## config.mk

```make
export PLATFORM = sky130hd
export DESIGN_NAME = tls_torque_limit
export DESIGN_NICKNAME = d
export VERILOG_FILES = /design/src/rtl/tls_pkg.sv /design/src/rtl/tls_analog_cond.sv /design/src/rtl/tls_limit_ramp.sv /design/src/rtl/tls_torque_limit.sv
export SDC_FILE = /design/constraint.sdc
export NUM_CORES = 2
export LEC_CHECK = 0
export BUFFER_PORTS_ARGS = -buffer_cell sky130_fd_sc_hd__buf_2
export CAP_MARGIN = 30
export CORE_MARGIN = 3
export CORE_UTILIZATION = 59
export DETAILED_ROUTE_END_ITERATION = 16
export PLACE_DENSITY = 0.79
export SKIP_CTS_REPAIR_TIMING = 1
export SLEW_MARGIN = 10
export SYNTH_ARGS = -nofsm -noshare
export SYNTH_HDL_FRONTEND = slang
export SYNTH_SLANG_ARGS = --single-unit
```

## constraint.sdc

```tcl
create_clock -name clk_sys -period 11.85 [get_ports clk_sys]
set_input_delay 1.185 -clock clk_sys [delete_from_list [all_inputs] [get_ports clk_sys]]
set_output_delay 1.185 -clock clk_sys [all_outputs]
set_load 0.005 [all_outputs]
```

## src/rtl/tls_pkg.sv

```systemverilog
// tls_pkg: constants and types of the torque limit selector
//
// Contract
// - source 0: forward from forward analog 0..10 V, reverse from reverse analog -10..0 V
// - source 1: first stored limit bounds both directions
// - source 2: forward by first stored limit, reverse by second
// - source 3: set select off gives first limit, on gives second, both directions
// - source 4: forward and reverse analog inputs, both over 0..10 V
// - source 5: forward analog input 0..10 V bounds both directions
// - source 6: select off gives first/second, on gives network forward/reverse
// - with feed-forward, limit applies only in speed control with source 1..3
// - ramped switching only for source 3, otherwise limit changes at once
// - first-to-second rate going to second, second-to-first rate going back
// - ramp direction follows comparison of first and second stored magnitudes
// - rewriting a stored limit skips the ramp, new value applies at once
// - limits range 0..300.0 percent, default 300.0, lower settable maximum
// - analog limit equals analog input times programmable gain
// - programmable offset removed from each analog input first
// - each analog input passes a programmable first-order lag filter
package tls_pkg;
  // ---------------------------------------------------------------
  // timing
  // ---------------------------------------------------------------
  localparam int          CLK_PERIOD_NS   = 10;
  localparam int          CTRL_CYCLE_NS   = 10000;
  localparam int          CTRL_CYCLE_CLKS = CTRL_CYCLE_NS / CLK_PERIOD_NS;
  localparam logic [9:0]  TICK_LAST       = 10'(CTRL_CYCLE_CLKS - 1);
  // ---------------------------------------------------------------
  // register offsets
  // ---------------------------------------------------------------
  localparam logic [7:0]  REG_CTRL        = 8'h00;
  localparam logic [7:0]  REG_FIRST       = 8'h04;
  localparam logic [7:0]  REG_SECOND      = 8'h08;
  localparam logic [7:0]  REG_RATE12      = 8'h0c;
  localparam logic [7:0]  REG_RATE21      = 8'h10;
  localparam logic [7:0]  REG_NET_FWD     = 8'h14;
  localparam logic [7:0]  REG_NET_REV     = 8'h18;
  localparam logic [7:0]  REG_GAIN        = 8'h1c;
  localparam logic [7:0]  REG_A2_OFFSET   = 8'h20;
  localparam logic [7:0]  REG_A2_TC       = 8'h24;
  localparam logic [7:0]  REG_A3_OFFSET   = 8'h28;
  localparam logic [7:0]  REG_A3_TC       = 8'h2c;
  localparam logic [7:0]  REG_MAX_LIMIT   = 8'h30;
  localparam logic [7:0]  REG_STATUS      = 8'h34;
  localparam logic [7:0]  REG_TORQUE      = 8'h38;
  // ---------------------------------------------------------------
  // fields and reset values
  // ---------------------------------------------------------------
  localparam int          CTRL_SEL_LSB    = 0;
  localparam int          CTRL_MODE_LSB   = 3;
  localparam int          CTRL_FF_BIT     = 5;
  localparam int          STAT_REV_LSB    = 16;
  localparam int          STAT_SET_BIT    = 28;
  localparam int          STAT_RAMP_BIT   = 29;
  localparam int          GAIN_SHIFT      = 12;
  localparam int          FILT_FRAC       = 8;
  localparam logic [11:0] LIMIT_FULL      = 12'hbb8;
  localparam logic [15:0] GAIN_RESET      = 16'h04cd;
  localparam logic [11:0] RATE_RESET      = 12'h000;
  localparam logic [3:0]  TC_RESET        = 4'h0;
  localparam logic [2:0]  SEL_RESET       = 3'h1;
  // ---------------------------------------------------------------
  // limit sources and control modes
  // ---------------------------------------------------------------
  localparam logic [2:0]  SRC_ANALOG_SPLIT  = 3'h0;
  localparam logic [2:0]  SRC_FIRST_BOTH    = 3'h1;
  localparam logic [2:0]  SRC_FIRST_SECOND  = 3'h2;
  localparam logic [2:0]  SRC_SWITCHED      = 3'h3;
  localparam logic [2:0]  SRC_ANALOG_POS    = 3'h4;
  localparam logic [2:0]  SRC_ANALOG_SHARED = 3'h5;
  localparam logic [2:0]  SRC_NETWORK       = 3'h6;
  localparam logic [1:0]  MODE_POSITION     = 2'h0;
  localparam logic [1:0]  MODE_SPEED        = 2'h1;
  localparam logic [1:0]  MODE_TORQUE       = 2'h2;
  localparam logic [1:0]  MODE_FULL_CLOSED  = 2'h3;

  typedef struct packed {
    logic [11:0] fwd;
    logic [11:0] rev;
  } tlsLimitPair_t;
endpackage

```

## src/rtl/tls_analog_cond.sv

```systemverilog
// tls_analog_cond: offset correction and first-order lag of one analog limit input
`timescale 1ns/1ps
`default_nettype none
module tls_analog_cond (
  input  wire logic        clk_sys,
  input  wire logic        reset,
  input  wire logic        tick,
  input  wire logic [15:0] sampleMv,
  input  wire logic [15:0] offsetMv,
  input  wire logic [3:0]  tcShift,
  output logic      [15:0] filtMv
);
  import tls_pkg::*;

  logic signed [16:0] corr;
  logic signed [15:0] corrSat;
  logic signed [24:0] diff;
  logic signed [24:0] step;
  logic signed [23:0] acc_q;

  always_comb begin
    corr    = $signed({sampleMv[15], sampleMv}) - $signed({offsetMv[15], offsetMv});
    corrSat = corr[15:0];
    if (corr > 17'sh07fff) corrSat = 16'sh7fff;
    if (corr < -17'sh08000) corrSat = -16'sh8000;
    diff    = $signed({corrSat[15], corrSat, 8'h00}) - $signed({acc_q[23], acc_q});
    step    = diff >>> tcShift;
  end

  always_ff @(posedge clk_sys) begin
    if (reset) begin
      acc_q <= 24'sh000000;
    end else if (tick) begin
      acc_q <= 24'($signed({acc_q[23], acc_q}) + step);
    end
  end

  assign filtMv = acc_q[23:FILT_FRAC];
endmodule // tls_analog_cond
`default_nettype wire

```

## src/rtl/tls_limit_ramp.sv

```systemverilog
// tls_limit_ramp: rate-limited walk of the switched limit toward its target
`timescale 1ns/1ps
`default_nettype none
module tls_limit_ramp (
  input  wire logic        clk_sys,
  input  wire logic        reset,
  input  wire logic        tick,
  input  wire logic        jump,
  input  wire logic        rising,
  input  wire logic [11:0] target,
  input  wire logic [11:0] rate,
  output logic      [11:0] value_q
);
  import tls_pkg::*;

  logic [12:0] up;
  logic [11:0] dn;

  always_comb begin
    up = {1'b0, value_q} + {1'b0, rate};
    dn = (value_q > rate) ? value_q - rate : 12'h000;
  end

  always_ff @(posedge clk_sys) begin
    if (reset) begin
      value_q <= LIMIT_FULL;
    end else if (jump || rate == 12'h000) begin
      value_q <= target;
    end else if (tick && value_q != target) begin
      if (rising) begin
        value_q <= (value_q > target || up > {1'b0, target}) ? target : up[11:0];
      end else begin
        value_q <= (value_q < target || dn < target) ? target : dn;
      end
    end
  end
endmodule // tls_limit_ramp
`default_nettype wire

```

## src/rtl/tls_torque_limit.sv

```systemverilog
// tls_torque_limit: torque limit source selection, ramp and command clamp
//
// Decided for this implementation: the APB register port and the placing of the registers.
`timescale 1ns/1ps
`default_nettype none
module tls_torque_limit (
  input  wire logic                  clk_sys,
  input  wire logic                  reset,
  input  wire logic                  psel,
  input  wire logic                  penable,
  input  wire logic                  pwrite,
  input  wire logic [7:0]            paddr,
  input  wire logic [31:0]           pwdata,
  output logic      [31:0]           prdata,
  output logic                       pready,
  output logic                       pslverr,
  input  wire logic [15:0]           forwardLimitAnalogIn,
  input  wire logic [15:0]           reverseLimitAnalogIn,
  input  wire logic                  limitSetSelectIn,
  input  wire logic [15:0]           torqueCmdIn,
  output logic      [15:0]           torqueCmdLimited,
  output tls_pkg::tlsLimitPair_t     activeLimit
);
  import tls_pkg::*;

  // ---------------------------------------------------------------
  // registers
  // ---------------------------------------------------------------
  logic [2:0]    limitSourceSelect_q;
  logic [1:0]    ctrlMode_q;
  logic          feedFwdEn_q;
  logic [11:0]   firstStoredLimit_q;
  logic [11:0]   secondStoredLimit_q;
  logic [11:0]   rampRateFirstToSecond_q;
  logic [11:0]   rampRateSecondToFirst_q;
  logic [11:0]   networkForwardLimit_q;
  logic [11:0]   networkReverseLimit_q;
  logic [15:0]   analogLimitGain_q;
  logic [15:0]   analogTwoOffset_q;
  logic [3:0]    analogTwoFilterTc_q;
  logic [15:0]   analogThreeOffset_q;
  logic [3:0]    analogThreeFilterTc_q;
  logic [11:0]   maxLimit_q;
  logic [31:0]   prdata_q;
  logic          jump_q;
  logic [9:0]    tickCnt_q;
  logic          setSync1_q;
  logic          setSync2_q;
  logic          setSync3_q;
  logic          setOn_q;
  tlsLimitPair_t limit_q;
  logic [15:0]   torque_q;

  logic          tick;
  logic          hit;
  logic          wrEn;
  logic [11:0]   wrLimit;
  logic [31:0]   rdMux;
  logic [15:0]   fwdMv;
  logic [15:0]   revMv;
  logic [11:0]   rampTarget;
  logic [11:0]   rampRate;
  logic          rampRising;
  logic          rampJump;
  logic [11:0]   rampValue;
  tlsLimitPair_t srcPair;
  tlsLimitPair_t capPair;
  logic signed [15:0] fwdS;
  logic signed [15:0] revS;

  // ---------------------------------------------------------------
  // helpers
  // ---------------------------------------------------------------
  // gain conversion
  function automatic logic [11:0] toLimit(input logic [15:0] mv, input logic [15:0] g);
    logic [31:0] prod;
    prod = 32'h0;
    if (!mv[15]) prod = {16'h0, mv} * {16'h0, g};
    prod = prod >> GAIN_SHIFT;
    toLimit = (prod > {20'h0, LIMIT_FULL}) ? LIMIT_FULL : prod[11:0];
  endfunction
  function automatic logic [11:0] capMax(input logic [11:0] v, input logic [11:0] m);
    capMax = (v > m) ? m : v;
  endfunction

  // ---------------------------------------------------------------
  // control cycle tick
  // ---------------------------------------------------------------
  always_ff @(posedge clk_sys) begin
    if (reset) begin
      tickCnt_q <= 10'h000;
    end else begin
      tickCnt_q <= (tickCnt_q == TICK_LAST) ? 10'h000 : tickCnt_q + 10'h001;
    end
  end
  assign tick = (tickCnt_q == TICK_LAST);

  // ---------------------------------------------------------------
  // limit set select pin
  // ---------------------------------------------------------------
  always_ff @(posedge clk_sys) begin
    if (reset) begin
      setSync1_q <= 1'b0;
      setSync2_q <= 1'b0;
      setSync3_q <= 1'b0;
      setOn_q    <= 1'b0;
    end else begin
      setSync1_q <= limitSetSelectIn;
      setSync2_q <= setSync1_q;
      setSync3_q <= setSync2_q;
      if (setSync2_q == setSync3_q) setOn_q <= setSync3_q;
    end
  end

  // ---------------------------------------------------------------
  // apb slave
  // ---------------------------------------------------------------
  always_comb begin
    hit = (paddr[1:0] == 2'h0) && (paddr <= REG_TORQUE);
    wrEn = psel && penable && pwrite && hit;
    wrLimit = (pwdata > {20'h0, LIMIT_FULL}) ? LIMIT_FULL : pwdata[11:0];
    rdMux = 32'h0;
    case (paddr)
      REG_CTRL: begin
        rdMux[CTRL_SEL_LSB +: 3]  = limitSourceSelect_q;
        rdMux[CTRL_MODE_LSB +: 2] = ctrlMode_q;
        rdMux[CTRL_FF_BIT]        = feedFwdEn_q;
      end
      REG_FIRST:     rdMux[11:0] = firstStoredLimit_q;
      REG_SECOND:    rdMux[11:0] = secondStoredLimit_q;
      REG_RATE12:    rdMux[11:0] = rampRateFirstToSecond_q;
      REG_RATE21:    rdMux[11:0] = rampRateSecondToFirst_q;
      REG_NET_FWD:   rdMux[11:0] = networkForwardLimit_q;
      REG_NET_REV:   rdMux[11:0] = networkReverseLimit_q;
      REG_GAIN:      rdMux[15:0] = analogLimitGain_q;
      REG_A2_OFFSET: rdMux[15:0] = analogTwoOffset_q;
      REG_A2_TC:     rdMux[3:0]  = analogTwoFilterTc_q;
      REG_A3_OFFSET: rdMux[15:0] = analogThreeOffset_q;
      REG_A3_TC:     rdMux[3:0]  = analogThreeFilterTc_q;
      REG_MAX_LIMIT: rdMux[11:0] = maxLimit_q;
      REG_STATUS: begin
        rdMux[11:0]                = limit_q.fwd;
        rdMux[STAT_REV_LSB +: 12]  = limit_q.rev;
        rdMux[STAT_SET_BIT]        = setOn_q;
        rdMux[STAT_RAMP_BIT]       = (rampValue != rampTarget);
      end
      REG_TORQUE:    rdMux[15:0] = torque_q;
      default:       rdMux = 32'h0;
    endcase
  end
  always_ff @(posedge clk_sys) begin
    if (reset) begin
      prdata_q <= 32'h0;
    end else if (psel && !penable && !pwrite) begin
      prdata_q <= hit ? rdMux : 32'h0;
    end
  end
  assign prdata  = prdata_q;
  assign pready  = 1'b1;
  assign pslverr = psel && penable && !hit;
  always_ff @(posedge clk_sys) begin
    if (reset) begin
      limitSourceSelect_q     <= SEL_RESET;
      ctrlMode_q              <= MODE_POSITION;
      feedFwdEn_q             <= 1'b0;
      firstStoredLimit_q      <= LIMIT_FULL;
      secondStoredLimit_q     <= LIMIT_FULL;
      rampRateFirstToSecond_q <= RATE_RESET;
      rampRateSecondToFirst_q <= RATE_RESET;
      networkForwardLimit_q   <= LIMIT_FULL;
      networkReverseLimit_q   <= LIMIT_FULL;
      analogLimitGain_q       <= GAIN_RESET;
      analogTwoOffset_q       <= 16'h0000;
      analogTwoFilterTc_q     <= TC_RESET;
      analogThreeOffset_q     <= 16'h0000;
      analogThreeFilterTc_q   <= TC_RESET;
      maxLimit_q              <= LIMIT_FULL;
    end else if (wrEn) begin
      case (paddr)
        REG_CTRL: begin
          limitSourceSelect_q <= pwdata[CTRL_SEL_LSB +: 3];
          ctrlMode_q          <= pwdata[CTRL_MODE_LSB +: 2];
          feedFwdEn_q         <= pwdata[CTRL_FF_BIT];
        end
        REG_FIRST:     firstStoredLimit_q      <= wrLimit;
        REG_SECOND:    secondStoredLimit_q     <= wrLimit;
        REG_RATE12:    rampRateFirstToSecond_q <= pwdata[11:0];
        REG_RATE21:    rampRateSecondToFirst_q <= pwdata[11:0];
        REG_NET_FWD:   networkForwardLimit_q   <= wrLimit;
        REG_NET_REV:   networkReverseLimit_q   <= wrLimit;
        REG_GAIN:      analogLimitGain_q       <= pwdata[15:0];
        REG_A2_OFFSET: analogTwoOffset_q       <= pwdata[15:0];
        REG_A2_TC:     analogTwoFilterTc_q     <= pwdata[3:0];
        REG_A3_OFFSET: analogThreeOffset_q     <= pwdata[15:0];
        REG_A3_TC:     analogThreeFilterTc_q   <= pwdata[3:0];
        REG_MAX_LIMIT: maxLimit_q              <= wrLimit;
        default:       maxLimit_q              <= maxLimit_q;
      endcase
    end
  end

  always_ff @(posedge clk_sys) begin
    if (reset) begin
      jump_q <= 1'b0;
    end else begin
      jump_q <= wrEn && (paddr == REG_FIRST || paddr == REG_SECOND);
    end
  end

  // ---------------------------------------------------------------
  // analog inputs and ramp
  // ---------------------------------------------------------------
  tls_analog_cond u_condFwd (
    .clk_sys  (clk_sys),
    .reset    (reset),
    .tick     (tick),
    .sampleMv (forwardLimitAnalogIn),
    .offsetMv (analogTwoOffset_q),
    .tcShift  (analogTwoFilterTc_q),
    .filtMv   (fwdMv)
  );
  tls_analog_cond u_condRev (
    .clk_sys  (clk_sys),
    .reset    (reset),
    .tick     (tick),
    .sampleMv (reverseLimitAnalogIn),
    .offsetMv (analogThreeOffset_q),
    .tcShift  (analogThreeFilterTc_q),
    .filtMv   (revMv)
  );

  always_comb begin
    rampTarget = setOn_q ? secondStoredLimit_q : firstStoredLimit_q;
    rampRate   = setOn_q ? rampRateFirstToSecond_q : rampRateSecondToFirst_q;
    rampRising = setOn_q ? (secondStoredLimit_q > firstStoredLimit_q)
                         : (firstStoredLimit_q > secondStoredLimit_q);
    rampJump   = jump_q || (limitSourceSelect_q != SRC_SWITCHED);
  end

  tls_limit_ramp u_ramp (
    .clk_sys (clk_sys),
    .reset   (reset),
    .tick    (tick),
    .jump    (rampJump),
    .rising  (rampRising),
    .target  (rampTarget),
    .rate    (rampRate),
    .value_q (rampValue)
  );

  // ---------------------------------------------------------------
  // source selection
  // ---------------------------------------------------------------
  always_comb begin
    srcPair = '{fwd: firstStoredLimit_q, rev: firstStoredLimit_q};
    case (limitSourceSelect_q)
      SRC_ANALOG_SPLIT:  srcPair = '{fwd: toLimit(fwdMv, analogLimitGain_q),
                                     rev: toLimit(16'(-revMv), analogLimitGain_q)};
      SRC_FIRST_BOTH:    srcPair = '{fwd: firstStoredLimit_q, rev: firstStoredLimit_q};
      SRC_FIRST_SECOND:  srcPair = '{fwd: firstStoredLimit_q, rev: secondStoredLimit_q};
      SRC_SWITCHED:      srcPair = '{fwd: rampValue, rev: rampValue};
      SRC_ANALOG_POS:    srcPair = '{fwd: toLimit(fwdMv, analogLimitGain_q),
                                     rev: toLimit(revMv, analogLimitGain_q)};
      SRC_ANALOG_SHARED: srcPair = '{fwd: toLimit(fwdMv, analogLimitGain_q),
                                     rev: toLimit(fwdMv, analogLimitGain_q)};
      SRC_NETWORK:       srcPair = setOn_q ?
                           '{fwd: networkForwardLimit_q, rev: networkReverseLimit_q} :
                           '{fwd: firstStoredLimit_q, rev: secondStoredLimit_q};
      default:           srcPair = '{fwd: firstStoredLimit_q, rev: firstStoredLimit_q};
    endcase
    if (feedFwdEn_q && !(ctrlMode_q == MODE_SPEED &&
        limitSourceSelect_q >= SRC_FIRST_BOTH && limitSourceSelect_q <= SRC_SWITCHED)) begin
      srcPair = '{fwd: LIMIT_FULL, rev: LIMIT_FULL};
    end
    capPair = '{fwd: capMax(srcPair.fwd, maxLimit_q), rev: capMax(srcPair.rev, maxLimit_q)};
    fwdS = $signed({4'h0, capPair.fwd});
    revS = -$signed({4'h0, capPair.rev});
  end

  // ---------------------------------------------------------------
  // command clamp
  // ---------------------------------------------------------------
  // clamp per cycle
  always_ff @(posedge clk_sys) begin
    if (reset) begin
      limit_q  <= '{fwd: 12'h000, rev: 12'h000};
      torque_q <= 16'h0000;
    end else if (tick) begin
      limit_q <= capPair;
      if ($signed(torqueCmdIn) > fwdS) begin
        torque_q <= fwdS;
      end else if ($signed(torqueCmdIn) < revS) begin
        torque_q <= revS;
      end else begin
        torque_q <= torqueCmdIn;
      end
    end
  end

  assign torqueCmdLimited = torque_q;
  assign activeLimit      = limit_q;
endmodule // tls_torque_limit
`default_nettype wire

```

==> qor.csv <==
stage;metric;value;unit
yosys;syn_area_per_cell;7.90;sq um
cts;Num CTS Buffers;31;
yosys;Synth top area share;22.9;%
critical_path;CP endpoint kind;register;
cts;clk root buf;clkbuf_16;
cts;clk sinks;291;
run;Max Cap Viol;0;
critical_path;r2r endpoint;torqueCmdLimited[9];
placement;GP Congestion;1.09;
yosys;Yosys cell types;103;
floorplanning;Die Wd;301;microns
worst_hold_path;Worst Hold End;setSync2_q;
cts;Clock Pin Slew Worst Setup and Hold Paths;0.07;ns
sta;worst setup margin;-0.181;ns
drt;Antenna Violating Nets Remaining;0;
floorplanning;core area;85700;sq um
sta;FMAX;83.1;MHz
yosys;post-synthesis async set-or-reset flop share;0;%
yosys;count leader, synth;nand2_1;
critical_path;critical path required time;12.39;ns
sta;Final setup viols;10;
sta;minimum clock period;12.03;ns
drt;initial DRC count;5262;
yosys;Syn Inst Count;6483;
power_and_ir_drop;combinational share of power;20.7;%
drt;DRT Wirelength;182000;microns
yosys;Synth top cells by count;nand2_1, inv_1, fa_1;
critical_path;FF-to-FF path depth;53;
yosys;number of synthesized flops with an enable pin;0;
power_and_ir_drop;Net Switching;0.000803;W
drt;Avg WL per Cell;22.8;microns
sta;Final TNS setup;-0.736;ns
yosys;largest area contributor in the netlist;fa_1;
power_and_ir_drop;Leak;27.6;nW
sta;final hold viol count;0;
power_and_ir_drop;worst vdd ir;0.000124;V
power_and_ir_drop;sequential share of power;37.6;%
floorplanning;IO Count;168;
grt;largest net degree at the start of global routing;114;
run_status;status;complete, but fails checks;
floorplanning;Vert. Die Dim;301;microns
cts;H-tree Lvls;1;
cts;Clk Latency, worst-skew pair;0.65;ns
critical_path;Critical Path Source Type;register;
sta;Slew HR;27.8;%
drt;total number of vias;48923;
placement;Post-DP HPWL;145000;microns
worst_hold_path;hold path cells;1;
cts;CTS tree;yes;
finish;area growth from synthesis to layout;12.8;%
power_and_ir_drop;internal power;0.00180;W
floorplanning;# rows;107;
yosys;Yosys reg bits;291;
power_and_ir_drop;pwr/cell area;45.0;nW/um^2
floorplanning;starting density of the core;59.8;%
critical_path;Critical Path AT;12.57;ns
sta;Clock Skew;0.0207;ns
critical_path;Slowest cell on crit path;or4b_4;
critical_path;crit path kind;reg -> reg;
yosys;Cell Area, Synth;51200;sq um
sta;final worst-path cycle share;102;%
yosys;Primary FF master, synth;dfxtp_1;
grt;Total GRT Usage;39.4;%
yosys;post-synthesis sequential area ratio;11.4;%
grt;antenna violations before repair;5;
sta;Worst Tran Pin Value;1.05;ns
sta;Final Max Tran Viols;0;
power_and_ir_drop;Clock power frac;41.6;%
worst_hold_path;HP Class;reg -> reg;
cts;clk buf depth;3;
grt;first-pass GRT wire length;277000;microns
yosys;Yosys warning total;0;
power_and_ir_drop;Switching Share;30.9;%
placement;# port buffers;164;
finish;share of cells above drive strength 1;13.9;%
drt;Via density;6.15;
grt;vias in the first global route;47856;
critical_path;R2R Path Start;u_condRev.acc_q[13];
sta;hold slack;0.464;ns
run_status;failing checks;setup timing;
worst_hold_path;Worst Min Path Start;setSync1_q;
critical_path;register-to-register path setup slack;-0.18;ns
finish;Fillers;7182;
critical_path;Crit path largest cell delay;0.57;ns
floorplanning;Die ar.;90400;sq um
finish;nets;8008;
sta;unrepaired setup endpoints after global routing;true;
drt;DR pass1 iterations;9;
critical_path;most frequent cell on the critical path;buf_4;
yosys;synth top area cells;fa_1, ha_1, dfxtp_1;
critical_path;CP max FO;10;
drt;Residual DRC;0;
grt;total congestion overflow;0;
==> power groups by stage <==
stage	Clock [W]	Combinational [W]	Sequential [W]
global route	0.00112	0.000594	0.000980
CTS	0.00109	0.000517	0.000981
floorplan	0	0.000383	0.00100
detailed placement	0	0.000513	0.00100
global placement	0	0.000503	0.00100
finish	0.00108	0.000540	0.000980
==> how the worst max path moves through the flow <==
stage / startpoint / end / slack (ns) / cells after the start
finish: u_condRev.acc_q[13] / torqueCmdLimited[9] / -0.18 / 53
global route: u_condRev.acc_q[13] / torqueCmdLimited[9] / -0.66 / 51
CTS: u_condRev.acc_q[10] / torqueCmdLimited[9] / -0.39 / 53
detailed placement: u_condRev.acc_q[10] / torqueCmdLimited[9] / -0.33 / 54
global placement: u_condRev.acc_q[10] / torqueCmdLimited[9] / -0.19 / 55
floorplan: u_condRev.acc_q[9] / torqueCmdLimited[0] / 0.01 / 54
==> registers in the layout, summed over array words and instances, names as in the netlist, 16 cells and up <==
name                 cells
analogLimitGain_q       16
analogThreeOffset_q     16
prdata                  30
activeLimit             24
analogTwoOffset_q       16
u_condRev.acc_q         24
torqueCmdLimited        16
u_condFwd.acc_q         24
==> kinds of logic (layout without fill, tap and decap cells) <==
group | count (synthesis) | after routing | synth area share [%]
AOI/OAI and AO/OA | 1273 | 1273 | 16.6
xor gates and xnor gates | 170 | 170 | 2.92
adders and majority gates | 1125 | 1125 | 36.0
buffers and inverters | 1272 | 1601 | 9.49
DFF | 291 | 291 | 11.4
muxes | 188 | 188 | 3.84
other | 2 | 6 | 0.0147
and+or+nand+nor | 2162 | 2162 | 19.7
==> metal layers <==
layer	part of all wire (%)	wire [microns]	vias to the layer above	global-route usage (%)
li1	-	-	22166	-
met1	38	69800	23595	51.3
met2	44	79300	2598	61.0
met3	11	20200	562	8.63
met4	6.8	12300	2	21.8
met5	0.0061	11	-	0
==> per-stage QoR <==
| step | instances | instance area (sq um) | util (%) | power, W | setup slack, ns |
|---|---|---|---|---|---|
| detailed placement | 7867 | 55600 | 64.9 | 0.00152 | -0.332 |
| CTS | 7924 | 56700 | 66.2 | 0.00258 | -0.394 |
| global placement | 7865 | 55600 | 64.9 | 0.00151 | -0.192 |
| global route | 7957 | 57800 | 67.5 | 0.00269 | -0.661 |
| floorplan | 6484 | 51400 | - | 0.00139 | 0.0100 |
| finish | 7960 | 57800 | 67.5 | 0.00260 | -0.181 |
==> layout by cell type, fill, tap and decap left out, drive strengths merged, types with 160 or more instances in the layout <==
cell type,n
dfxtp,291
a21oi,424
o21ai,186
nor2,415
buf,623
nand2,928
ha,540
fa,585
mux2i,160
inv,917
and2,330
==> critical path, delay by kind of cell (launching register included) <==
kind	cells	cell delay, ns
flops	1	0.32
xor+xnor	2	0.17
buf+inv	14	1.77
compound gates	14	2.77
simple gates	14	2.99
fa+ha+maj	9	3.91
==> final cells by class <==
type / instances / area [sq um] / area share (%)
well taps: 1144 / 1430 / 2.48
repair buffers: 627 / 4540 / 7.86
multi-input cells: 4921 / 41400 / 71.6
inverters: 917 / 3440 / 5.95
flip-flops and latches: 291 / 5870 / 10.2
clock buffers: 38 / 852 / 1.47
diodes: 3 / 7.51 / 0.0130
clock inverters: 19 / 253 / 0.437
Power figures use the tool's default switching activity.
